<file path="src/acp_pkg.sv">
// Purpose: Shared constants and types for the ATA card pin port
// Assumes: 125 MHz core clock, synchronous active-high reset
// Notes: Strobe timing counts derive from nanosecond figures below
package acp_pkg;
   localparam int ACP_CLK_PERIOD_NS = 8;
   localparam int ACP_SETUP_NS = 70;
   localparam int ACP_STROBE_NS = 165;
   localparam int ACP_HOLD_NS = 30;
   localparam int ACP_SETUP_CYC = (ACP_SETUP_NS + ACP_CLK_PERIOD_NS - 1) / ACP_CLK_PERIOD_NS;
   localparam int ACP_STROBE_CYC = (ACP_STROBE_NS + ACP_CLK_PERIOD_NS - 1) / ACP_CLK_PERIOD_NS;
   localparam int ACP_HOLD_CYC = (ACP_HOLD_NS + ACP_CLK_PERIOD_NS - 1) / ACP_CLK_PERIOD_NS;
   localparam int ACP_RESET_NS = 25000;
   localparam int ACP_RESET_CYC = (ACP_RESET_NS + ACP_CLK_PERIOD_NS - 1) / ACP_CLK_PERIOD_NS;
   localparam int ACP_DATA_W = 16;
   localparam int ACP_BYTE_W = 8;
   localparam int ACP_ADDR_W = 3;
   localparam int ACP_FIFO_DEPTH = 8;
   localparam int ACP_CNT_W = 16;
   localparam logic [ACP_CNT_W-1:0] ACP_CNT_ZERO = 16'h0000;

   typedef enum logic [1:0] {
      ACP_SEL_TASKFILE = 2'h0,
      ACP_SEL_ALT = 2'h1
   } acp_sel_t;

   typedef struct packed {
      logic write;
      logic wide;
      acp_sel_t sel;
      logic [ACP_ADDR_W-1:0] addr;
      logic [ACP_DATA_W-1:0] wdata;
   } acp_req_t;

   typedef enum logic [2:0] {
      ACP_IDLE = 3'b000,
      ACP_SETUP = 3'b001,
      ACP_STROBE = 3'b011,
      ACP_HOLD = 3'b010,
      ACP_RESET = 3'b110
   } acp_state_t;
endpackage : acp_pkg

</file>
<file path="src/acp_fifo.sv">
// Purpose: Synchronous FIFO buffering read data from the card
// Assumes: One clock, synchronous active-high reset
// Notes: Full and empty are exact; no write when full, no read when empty
`timescale 1ns/10ps
module acp_fifo #(
   parameter int WIDTH = 16,
   parameter int DEPTH = 8
) (
   input wire logic clk,
   input wire logic rst,
   input wire logic in_valid,
   output logic in_ready,
   input wire logic [WIDTH-1:0] in_data,
   output logic out_valid,
   input wire logic out_ready,
   output logic [WIDTH-1:0] out_data
);
   localparam int AW = $clog2(DEPTH);
   logic [WIDTH-1:0] mem_r [DEPTH];
   logic [AW-1:0] wr_ptr_r;
   logic [AW-1:0] rd_ptr_r;
   logic [AW:0] count_r;
   logic push;
   logic pop;

   assign in_ready = (count_r != (AW+1)'(DEPTH));
   assign out_valid = (count_r != '0);
   assign push = in_valid && in_ready;
   assign pop = out_valid && out_ready;
   assign out_data = mem_r[rd_ptr_r];

   always_ff @(posedge clk) begin
      if (push) begin
         mem_r[wr_ptr_r] <= in_data;
      end
   end

   always_ff @(posedge clk) begin
      if (rst) begin
         wr_ptr_r <= '0;
         rd_ptr_r <= '0;
         count_r <= '0;
      end else begin
         if (push) begin
            wr_ptr_r <= (wr_ptr_r == AW'(DEPTH-1)) ? '0 : wr_ptr_r + 1'b1;
         end
         if (pop) begin
            rd_ptr_r <= (rd_ptr_r == AW'(DEPTH-1)) ? '0 : rd_ptr_r + 1'b1;
         end
         if (push && !pop) begin
            count_r <= count_r + 1'b1;
         end else if (pop && !push) begin
            count_r <= count_r - 1'b1;
         end
      end
   end
endmodule : acp_fifo

</file>
<file path="src/acp_port.sv">
// Purpose: Host-side pin engine for a parallel ATA card in direct IDE mode
// Assumes: 125 MHz CLOCK, synchronous RST, card pins asynchronous to CLOCK
// Notes: One access at a time; read data is buffered in an 8-word FIFO
// Functional notes
// Names ending _N are asserted low; other signals asserted high.
// Alternate card select is driven low when addressing through it.
// Task-file select is driven low for task-file accesses in direct IDE mode.
// Three register address outputs carry bits 2, 1 and 0 of the register.
// A high card interrupt input means a card interrupt is pending.
// Task-file accesses use data bits 7:0; data transfers use 15:0.
// Data lines are bidirectional, carrying upper and lower bytes.
// A high I/O ready input lets the current access complete.
// Card present when both detect inputs read low.
// Card reset output low resets the card; high in normal operation.
// Read strobe low during a read cycle, high otherwise.
// Write strobe low during a write cycle, high otherwise.
// Device drives data only while write strobe is asserted.
`timescale 1ns/10ps
module acp_port
   import acp_pkg::*;
#(
   parameter int RESET_CYC = ACP_RESET_CYC,
   parameter int FIFO_DEPTH = ACP_FIFO_DEPTH
) (
   input wire logic CLOCK,
   input wire logic RST,
   input wire logic REQ_VALID,
   output logic REQ_READY,
   input wire acp_req_t REQ,
   input wire logic CARD_RESET_REQ,
   output logic RD_VALID,
   input wire logic RD_READY,
   output logic [ACP_DATA_W-1:0] RD_DATA,
   output logic WR_DONE,
   output logic BUSY,
   output logic CARD_PRESENT,
   output logic CARD_IRQ_PENDING,
   output logic CARD_SELECT_ALT_N,
   output logic CARD_SELECT_TASKFILE_N,
   output logic CARD_REG_ADDR_2,
   output logic CARD_REG_ADDR_1,
   output logic CARD_REG_ADDR_0,
   output logic CARD_READ_STROBE_N,
   output logic CARD_WRITE_STROBE_N,
   output logic CARD_HW_RESET_N,
   input wire logic CARD_IRQ_IN,
   input wire logic CARD_IO_READY,
   input wire logic CARD_DETECT_A_N,
   input wire logic CARD_DETECT_B_N,
   input wire logic [ACP_BYTE_W-1:0] CARD_DATA_HI_IN,
   output logic [ACP_BYTE_W-1:0] CARD_DATA_HI_OUT,
   output logic CARD_DATA_HI_OE_N,
   input wire logic [ACP_BYTE_W-1:0] CARD_DATA_LO_IN,
   output logic [ACP_BYTE_W-1:0] CARD_DATA_LO_OUT,
   output logic CARD_DATA_LO_OE_N
);
   acp_state_t state_r;
   acp_req_t cur_r;
   logic [ACP_CNT_W-1:0] cnt_r;
   logic [3:0] irq_s1_r;
   logic [3:0] irq_s2_r;
   logic [ACP_DATA_W-1:0] din_s1_r;
   logic [ACP_DATA_W-1:0] din_s2_r;
   logic sel_alt_n_r;
   logic sel_tf_n_r;
   logic [ACP_ADDR_W-1:0] addr_r;
   logic rd_n_r;
   logic wr_n_r;
   logic rst_n_r;
   logic [ACP_DATA_W-1:0] dout_r;
   logic wr_done_r;
   logic cap_valid_r;
   logic [ACP_DATA_W-1:0] cap_data_r;
   logic fifo_in_ready;
   logic ready_s;
   logic cnt_zero;

   // Two-stage synchronisers for all asynchronous card inputs
   always_ff @(posedge CLOCK) begin
      if (RST) begin
         irq_s1_r <= 4'h6;
         irq_s2_r <= 4'h6;
         din_s1_r <= 16'h0000;
         din_s2_r <= 16'h0000;
      end else begin
         irq_s1_r <= {CARD_IO_READY, CARD_DETECT_B_N, CARD_DETECT_A_N, CARD_IRQ_IN};
         irq_s2_r <= irq_s1_r;
         din_s1_r <= {CARD_DATA_HI_IN, CARD_DATA_LO_IN};
         din_s2_r <= din_s1_r;
      end
   end

   assign CARD_IRQ_PENDING = irq_s2_r[0];
   assign CARD_PRESENT = !irq_s2_r[1] && !irq_s2_r[2];
   assign ready_s = irq_s2_r[3];
   assign cnt_zero = (cnt_r == ACP_CNT_ZERO);

   // Only accept a new access when a read result has somewhere to go
   assign REQ_READY = (state_r == ACP_IDLE) && !CARD_RESET_REQ && fifo_in_ready && !cap_valid_r;
   assign BUSY = (state_r != ACP_IDLE);

   always_ff @(posedge CLOCK) begin
      if (RST) begin
         state_r <= ACP_RESET;
         cnt_r <= ACP_CNT_W'(RESET_CYC);
         cur_r <= '0;
      end else begin
         case (state_r)
            ACP_IDLE: begin
               if (CARD_RESET_REQ) begin
                  state_r <= ACP_RESET;
                  cnt_r <= ACP_CNT_W'(RESET_CYC);
               end else if (REQ_VALID && REQ_READY) begin
                  cur_r <= REQ;
                  state_r <= ACP_SETUP;
                  cnt_r <= ACP_CNT_W'(ACP_SETUP_CYC - 1);
               end
            end
            ACP_SETUP: begin
               if (cnt_zero) begin
                  state_r <= ACP_STROBE;
                  cnt_r <= ACP_CNT_W'(ACP_STROBE_CYC - 1);
               end else begin
                  cnt_r <= cnt_r - 1'b1;
               end
            end
            ACP_STROBE: begin
               // Stretched by the card until it signals ready
               if (!cnt_zero) begin
                  cnt_r <= cnt_r - 1'b1;
               end else if (ready_s) begin
                  state_r <= ACP_HOLD;
                  cnt_r <= ACP_CNT_W'(ACP_HOLD_CYC - 1);
               end
            end
            ACP_HOLD: begin
               if (cnt_zero) begin
                  state_r <= ACP_IDLE;
               end else begin
                  cnt_r <= cnt_r - 1'b1;
               end
            end
            ACP_RESET: begin
               if (cnt_zero) begin
                  state_r <= ACP_IDLE;
               end else begin
                  cnt_r <= cnt_r - 1'b1;
               end
            end
            default: begin
               state_r <= ACP_IDLE;
            end
         endcase
      end
   end

   // Pin outputs registered to keep them glitch free
   always_ff @(posedge CLOCK) begin
      if (RST) begin
         sel_alt_n_r <= 1'b1;
         sel_tf_n_r <= 1'b1;
         addr_r <= 3'h0;
         rd_n_r <= 1'b1;
         wr_n_r <= 1'b1;
         rst_n_r <= 1'b0;
         dout_r <= 16'h0000;
      end else begin
         rst_n_r <= (state_r != ACP_RESET);
         if (state_r == ACP_SETUP || state_r == ACP_STROBE || state_r == ACP_HOLD) begin
            sel_alt_n_r <= !(cur_r.sel == ACP_SEL_ALT);
            sel_tf_n_r <= !(cur_r.sel == ACP_SEL_TASKFILE);
            addr_r <= cur_r.addr;
         end else begin
            sel_alt_n_r <= 1'b1;
            sel_tf_n_r <= 1'b1;
         end
         rd_n_r <= !(state_r == ACP_STROBE && !cur_r.write);
         wr_n_r <= !(state_r == ACP_STROBE && cur_r.write);
         dout_r <= cur_r.wide ? cur_r.wdata : {8'h00, cur_r.wdata[7:0]};
      end
   end

   assign CARD_SELECT_ALT_N = sel_alt_n_r;
   assign CARD_SELECT_TASKFILE_N = sel_tf_n_r;
   assign CARD_REG_ADDR_2 = addr_r[2];
   assign CARD_REG_ADDR_1 = addr_r[1];
   assign CARD_REG_ADDR_0 = addr_r[0];
   assign CARD_READ_STROBE_N = rd_n_r;
   assign CARD_WRITE_STROBE_N = wr_n_r;
   assign CARD_HW_RESET_N = rst_n_r;
   assign CARD_DATA_HI_OUT = dout_r[15:8];
   assign CARD_DATA_LO_OUT = dout_r[7:0];
   // Upper byte only driven on wide transfers
   assign CARD_DATA_HI_OE_N = wr_n_r || !cur_r.wide;
   assign CARD_DATA_LO_OE_N = wr_n_r;

   // Capture read data at the end of the strobe phase
   always_ff @(posedge CLOCK) begin
      if (RST) begin
         cap_valid_r <= 1'b0;
         cap_data_r <= 16'h0000;
         wr_done_r <= 1'b0;
      end else begin
         wr_done_r <= (state_r == ACP_HOLD) && cnt_zero && cur_r.write;
         if (state_r == ACP_STROBE && cnt_zero && ready_s && !cur_r.write) begin
            cap_valid_r <= 1'b1;
            cap_data_r <= cur_r.wide ? din_s2_r : {8'h00, din_s2_r[7:0]};
         end else if (fifo_in_ready) begin
            cap_valid_r <= 1'b0;
         end
      end
   end

   assign WR_DONE = wr_done_r;

   acp_fifo #(
      .WIDTH(ACP_DATA_W),
      .DEPTH(FIFO_DEPTH)
   ) u_fifo (
      .clk(CLOCK),
      .rst(RST),
      .in_valid(cap_valid_r),
      .in_ready(fifo_in_ready),
      .in_data(cap_data_r),
      .out_valid(RD_VALID),
      .out_ready(RD_READY),
      .out_data(RD_DATA)
   );
endmodule : acp_port

</file>
<file path="config.mk">
export PLATFORM = sky130hd
export DESIGN_NAME = acp_port
export DESIGN_NICKNAME = d
export VERILOG_FILES = /design/src/acp_pkg.sv /design/src/acp_fifo.sv /design/src/acp_port.sv
export SDC_FILE = /design/constraint.sdc
export NUM_CORES = 1
export LEC_CHECK = 0
export BUFFER_PORTS_ARGS = -buffer_cell sky130_fd_sc_hd__buf_2
export CORE_MARGIN = 5
export CORE_UTILIZATION = 30
export CTS_CLUSTER_DIAMETER = 100
export DETAILED_ROUTE_END_ITERATION = 7
export SLEW_MARGIN = 20
export SYNTH_ARGS = -nofsm -noshare
export SYNTH_HDL_FRONTEND = slang
export SYNTH_SLANG_ARGS = --single-unit
</file>
<file path="constraint.sdc">
create_clock -name CLOCK -period 2.9 [get_ports CLOCK]
set_clock_uncertainty 0.15 [all_clocks]
set_input_delay 0.29 -clock CLOCK [delete_from_list [all_inputs] [get_ports CLOCK]]
set_output_delay 0.29 -clock CLOCK [all_outputs]
set_load 0.01 [all_outputs]
</file>
# == Yosys cells after proc, flatten, opt, wreduce, memory -nomap -nowiden ==
# Memory sizes are Yosys's and may differ from the RTL's. A register that Yosys moved wholly into a read port is not among the register bits.
# Cells that the tools add are included.
# W data, S select, Z words.
# op_classes
add_sub_neg,5
n_eq_ne,16
n_mux,25
bitwise_logic,3
reduce_logical,45
# op_table
cell,n
$mux W16,7
$pmux W16 S4,1
$mux W3,10
$logic_and A1 B1 Y1,16
$logic_not A16 Y1,1
$sub A16 B1 Y16 const B,1
$logic_not A1 Y1,12
$pmux W3 S4,1
$eq A3 B3 Y1 const B,3
$mux W4,2
$ne A2 B2 Y1 const B,4
$reduce_bool A4 Y1,2
$add A3 B1 Y3 const B,2
$eq A3 B2 Y1 const B,2
$ne A3 B3 Y1 const B,2
$reduce_or A2 Y1,3
$reduce_and A5 Y1,1
$add A4 B1 Y4 const B,1
$mux W1,4
$ne A4 B4 Y1 const B,1
$reduce_and A4 Y1,1
$reduce_bool A2 Y1,2
$sub A4 B1 Y4 const B,1
$eq A3 B1 Y1 const B,1
other kinds (9),13
# totals
register_bits,134
ramBits,128
in_bits,48
output_inout_bits,48
elab_cells,120
n_memories,1
# mem_list
memory,depth,width,read_ports,rd_ports_with_merged_regs,write_ports,line,text
u_fifo.mem_r,8,16,1,1,1,acp_fifo.sv:19,logic [WIDTH-1:0] mem_r [DEPTH];

# == Logic depth before layout (Yosys ltp) ==
# depth
word_depth,8
mapped_depth,12
mapped_depth_nobuf,11

# == Cells and area by module ==
# A second synthesis with hierarchy kept.
# unflattened
cells_unflattened,757
area_unflattened_um2,10097.2
# modules_own_cells
mod,instances,cells_each,area_each_um2
acp_fifo,1,260,5569.1
acp_port,1,497,4528.1

# == Least setup slack after synthesis ==
# OpenSTA, ideal clock, no wires.
# synth_path
kind,flip-flop to flip-flop
start,reg u_fifo.count_r[0]
end,mem u_fifo.mem_r[0][0] (enable)
t_arrival_ps,2383
setup_slack_ps,-63
path_stages_with_launch,5
path_buffers,1
period_less_slack_ps,2963
path_cell_list,dfxtp_1 -> nor4b_1 -> nand2b_1 -> buf_2 -> nor4_1
# synth_via
elab_chain_len,4
# synth_lines
element,line,text
"start, declared",acp_fifo.sv:22,logic [AW:0] count_r;
"start signal, assigned",acp_fifo.sv:51,count_r <= count_r + 1'b1;
"start signal, assigned",acp_fifo.sv:53,count_r <= count_r - 1'b1;
$ne A4 B4 Y1,acp_fifo.sv:26,assign in_ready = (count_r != (AW+1)'(DEPTH));
$logic_and A1 B1 Y1,acp_fifo.sv:28,assign push = in_valid && in_ready;
$mux W1,acp_fifo.sv:33,if (push) begin
$mux W1 (implied by the code),acp_fifo.sv:34,mem_r[wr_ptr_r] <= in_data;
"end, declared",acp_fifo.sv:19,
# No other way between the ends.

# == Worst setup path after layout ==
# layout_path
start,reg u_fifo.count_r[0]
end,reg u_fifo.count_r[3]
# layout_via
elab_chain_len,5
word_cells_on_any_way,13
cone_classes,2 x add/sub; 1 x eq/ne; 2 x mux; 8 x reduce/logical
# layout_lines
element
branches (longest 5 deep; another with $sub A4 B1 Y4)
# Parallel ways; which one is timed is not known. The select of a mux whose other input is x is not followed.
# A chain may end at the register's enable or synchronous reset.

==> metrics.md <==
| Metric | Value |
|---|---|
| Status | finished, final reports clean |
| Initial Util | a little under a third |
| All-Layer GR Usage | a little under an eighth |
| Vias per cell | 4.51 |
| Critical Path End | u_fifo.count_r[3] |
| Dominant synthesized flop cell | dfxtp_1 |
| Worst Setup SP | u_fifo.count_r[0] |
| Layout cells sized above 1 | 24.3% |
| Synth Area in Adders | under 10% |
| Synth Register Bits | around 270 |
| Depth of the most critical reg-to-reg path | 10 |
| Setup TNS | 0 ps |
| Part of the cycle the worst path needs | ~93% |
| Final Slew Violations | 0 |
| Max Cap Violations | 0 |
| Mux cell area share after synthesis | under 10% |
| ANT cells | 0 |
| FF-to-FF setup slack | between 150 and 200 ps |
| Ports | between 90 and 100 |
| Place WS | approximately 160 ps |
| Drt first pass iters | 4 |
| DRC viols | 0 |
| EDFF count, synth | ~130 |
| CTS Sinks | around 270 |
| Pint | ~6.4 mW |
| Largest net degree at the start of global routing | 74 |
| Initial antenna violation count | 0 |
| Number of H-tree levels | 1 |
| Dpl hpwl | 13,000 µm |
| RSZ-0062 raised after global routing | false |
| Reg2reg end | u_fifo.count_r[3] |
| Sequential cell area fraction in the yosys report | 66.4% |
| Most numerous cell in the Yosys netlist | dfxtp_1 |
| Die area | approximately 37,000 µm² |
| CTS tree | done |
| Total congestion overflow | 0 |
| Post-synth top cells | dfxtp_1 (137), edfxtp_1 (128), nand2_1 (99) |
| # rows | 66 |
| Final core occ | 37.7% |
| Post-synth ARST share | 0% |
| Total power | between 8 and 9 mW |
| Routed via count | roughly 6,100 |
| Number of global-route vias before repair | 6,198 |
| Synth area leaders | edfxtp_1 (39%), dfxtp_1 (28%), mux4_2 (7.3%), nand2_1 (3.7%), a21oi_1 (3.3%) |
| Power Dens Cells | between 600 and 700 nW/µm² |
| Synth unique cells | 58 |
| Pleak | 4.35 nW |
| Rel. slew slack | about 31% |
| Simple-gate area share of the yosys netlist | 13.5% |
| CTS Root Cell | clkbuf_16 |
| IO buf count | 95 |
| Sw Pwr | roughly 1.8 mW |
| Fmax | between 300 and 400 MHz |
| Nets | between 900 and 1,000 |
| Tmin final | ~2700 ps |
| PnR worst setup slack | around 200 ps |
| Seq pwr share | 49.1% |
| CP endpoint kind | flip-flop |
| Clock transition at the registers of the reported paths | around 60 ps |
| Critical Path Source Type | flip-flop |
| Die Ht | approximately 190 µm |
| WL final | around 21,000 µm |
| Final hold viol count | 0 |
| Main combinational cell family by area after synthesis | simple AND/OR/NAND/NOR gates |
| Die Span X | between 150 and 200 µm |
| Combinational Power Share | about a tenth |
| Routed Antenna Nets | 0 |
| Area growth syn-to-layout | 23.8% |
| Final GP Congestion | 0.784 |
| DR WL/cell | roughly 16 µm |
| Hold slack | ~100 ps |
| Sw Share | a little over a fifth |
| Yosys warns | 0 |
| Transition time of the tightest slew-check pin | 1040 ps |
| DRT iter0 DRCs | just under 400 |
| Top cell type's share of synthesized area | about two fifths |
| Crit path required time | 3220 ps |
| Clock latency on the worst-skew pair | ~530 ps |
| Post-CTS Setup Inserts | 0 |
| Post-Syn Instances | roughly 750 |
| Post-synthesis xor/xnor area fraction | less than 1% |
| Cell taking the most area after synthesis | edfxtp_1 |
| Kind of critical path | flip-flop to flip-flop |
| Netlist Area Pre-Place | about 9900 µm² |
| Worst hold path type | input port to flip-flop |
| Global-route wire length before repair | between 30,000 and 40,000 µm |
| Reg-to-reg startpoint | u_fifo.count_r[0] |
| Worst path arrival time | slightly above 3000 ps |
| TritonCTS Buffers | 28 |
| CTS Buffer Depth | 3 |
| CP Max Fanout | 5 |
| # setup viols final | 0 |
| Worst vdd ir | between 0.4 and 0.5 mV |
| Clock network power share | a little over 40% |
| Net Count, Synth | a little over 800 |
| Core Box Area | between 30,000 and 40,000 µm² |
| Mean Syn Cell Area | approximately 13 µm² |
| Synth Area in Compound Gates | under 10% |
[metrics by stage]
step	area, µm²	instances
2_1_floorplan	9930	751
5_1_grt	12300	1360
3_3_place_gp	11000	1265
3_5_place_dp	11000	1265
6_report	12300	1360
4_1_cts	12300	1360
[state kept, by name (all words and copies together) (netlist names), 3 cells and up, named ones only]
register         cells
u_fifo.wr_ptr_r      3
u_fifo.rd_ptr_r      3
irq_s2_r             4
cnt_r               16
u_fifo.count_r       4
cap_data_r          16
addr_r               3
dout_r              16
irq_s1_r             4
din_s1_r            16
u_fifo.mem_r       128
din_s2_r            16
state_r              3
cur_r               23
[metal layers]
metal / part of all wire, % / GRT usage, %
met1: 48 / 16.2
met2: 44 / 18.1
met3: 5.6 / 2.60
met4: 2.4 / 3.12
met5: 0 / 0
[repair_timing]
action	in CTS	in global routing
hold endpoints to repair	45	0
gates resized for setup	0	1
setup endpoints to repair	0	1
hold buffers	44	0
[power by group through the flow]
stage,registers (mW),logic [mW],clock network (mW)
floorplan,4.06,0.516,0
global route,4.00,0.852,3.63
global placement,4.07,0.722,0
finish,3.99,0.769,3.37
detailed placement,4.07,0.727,0
CTS,3.99,0.778,3.48
[worst max-delay path, stage by stage, from the launching register on]
cell and delay, ps:
dfxtp_1 370, or4_4 570, nand2_1 120, ha_1 190, inv_1 90, ha_1 280
a21o_1 180, a21oi_1 170, xnor2_1 90, or3_1 300, a21oi_1 140
[worst min path at each step]
stage / start / end / slack [ps] / depth (start not counted)
after floorplan: cur_r[19] / CARD_SELECT_ALT_N / 220 / 1
after global placement: cur_r[19] / CARD_SELECT_ALT_N / 230 / 1
after detailed placement: cur_r[19] / CARD_SELECT_ALT_N / 230 / 1
after CTS: CARD_RESET_REQ / state_r[2] / 70 / 3
after global routing: CARD_RESET_REQ / state_r[2] / 130 / 3
final: CARD_RESET_REQ / state_r[2] / 100 / 3
[logic make-up after synthesis]
logic type | count (synthesis)
XOR/XNOR | 5
AO/OA/AOI/OAI | 108
buffers and inverters | 52
adder cells (fa/ha/maj) | 10
multiplexers | 52
AND/OR/NAND/NOR | 259
flip-flops | 265
[layout by cell type (no fill, tap or decap), types with 6 or more instances in the layout]
cell type	n
dfxtp_1	136
dlygate4sd3_1	44
a21oi_1	66
and2_1	11
a211oi_1	7
nor2_1	29
edfxtp_1	128
nor3_1	9
nand3_1	16
inv_1	11
clkbuf_1	10
nand2_1	99
ha_1	9
mux4_2	32
clkbuf_16	29
o21ai_0	14
buf_4	17
mux2_2	16
buf_2	94
nand2b_1	6
nor2b_1	48
[cell type report]
class	count	area, µm²
well taps	442	553
repair buffers	157	1080
clock inverters	9	75.1
flip-flops and latches	265	6590
fillers	3133	20300
clock buffers	42	805
inverters	11	41.3
multi-input cells	434	3150
No activity file was read; power rests on OpenSTA's default activity.
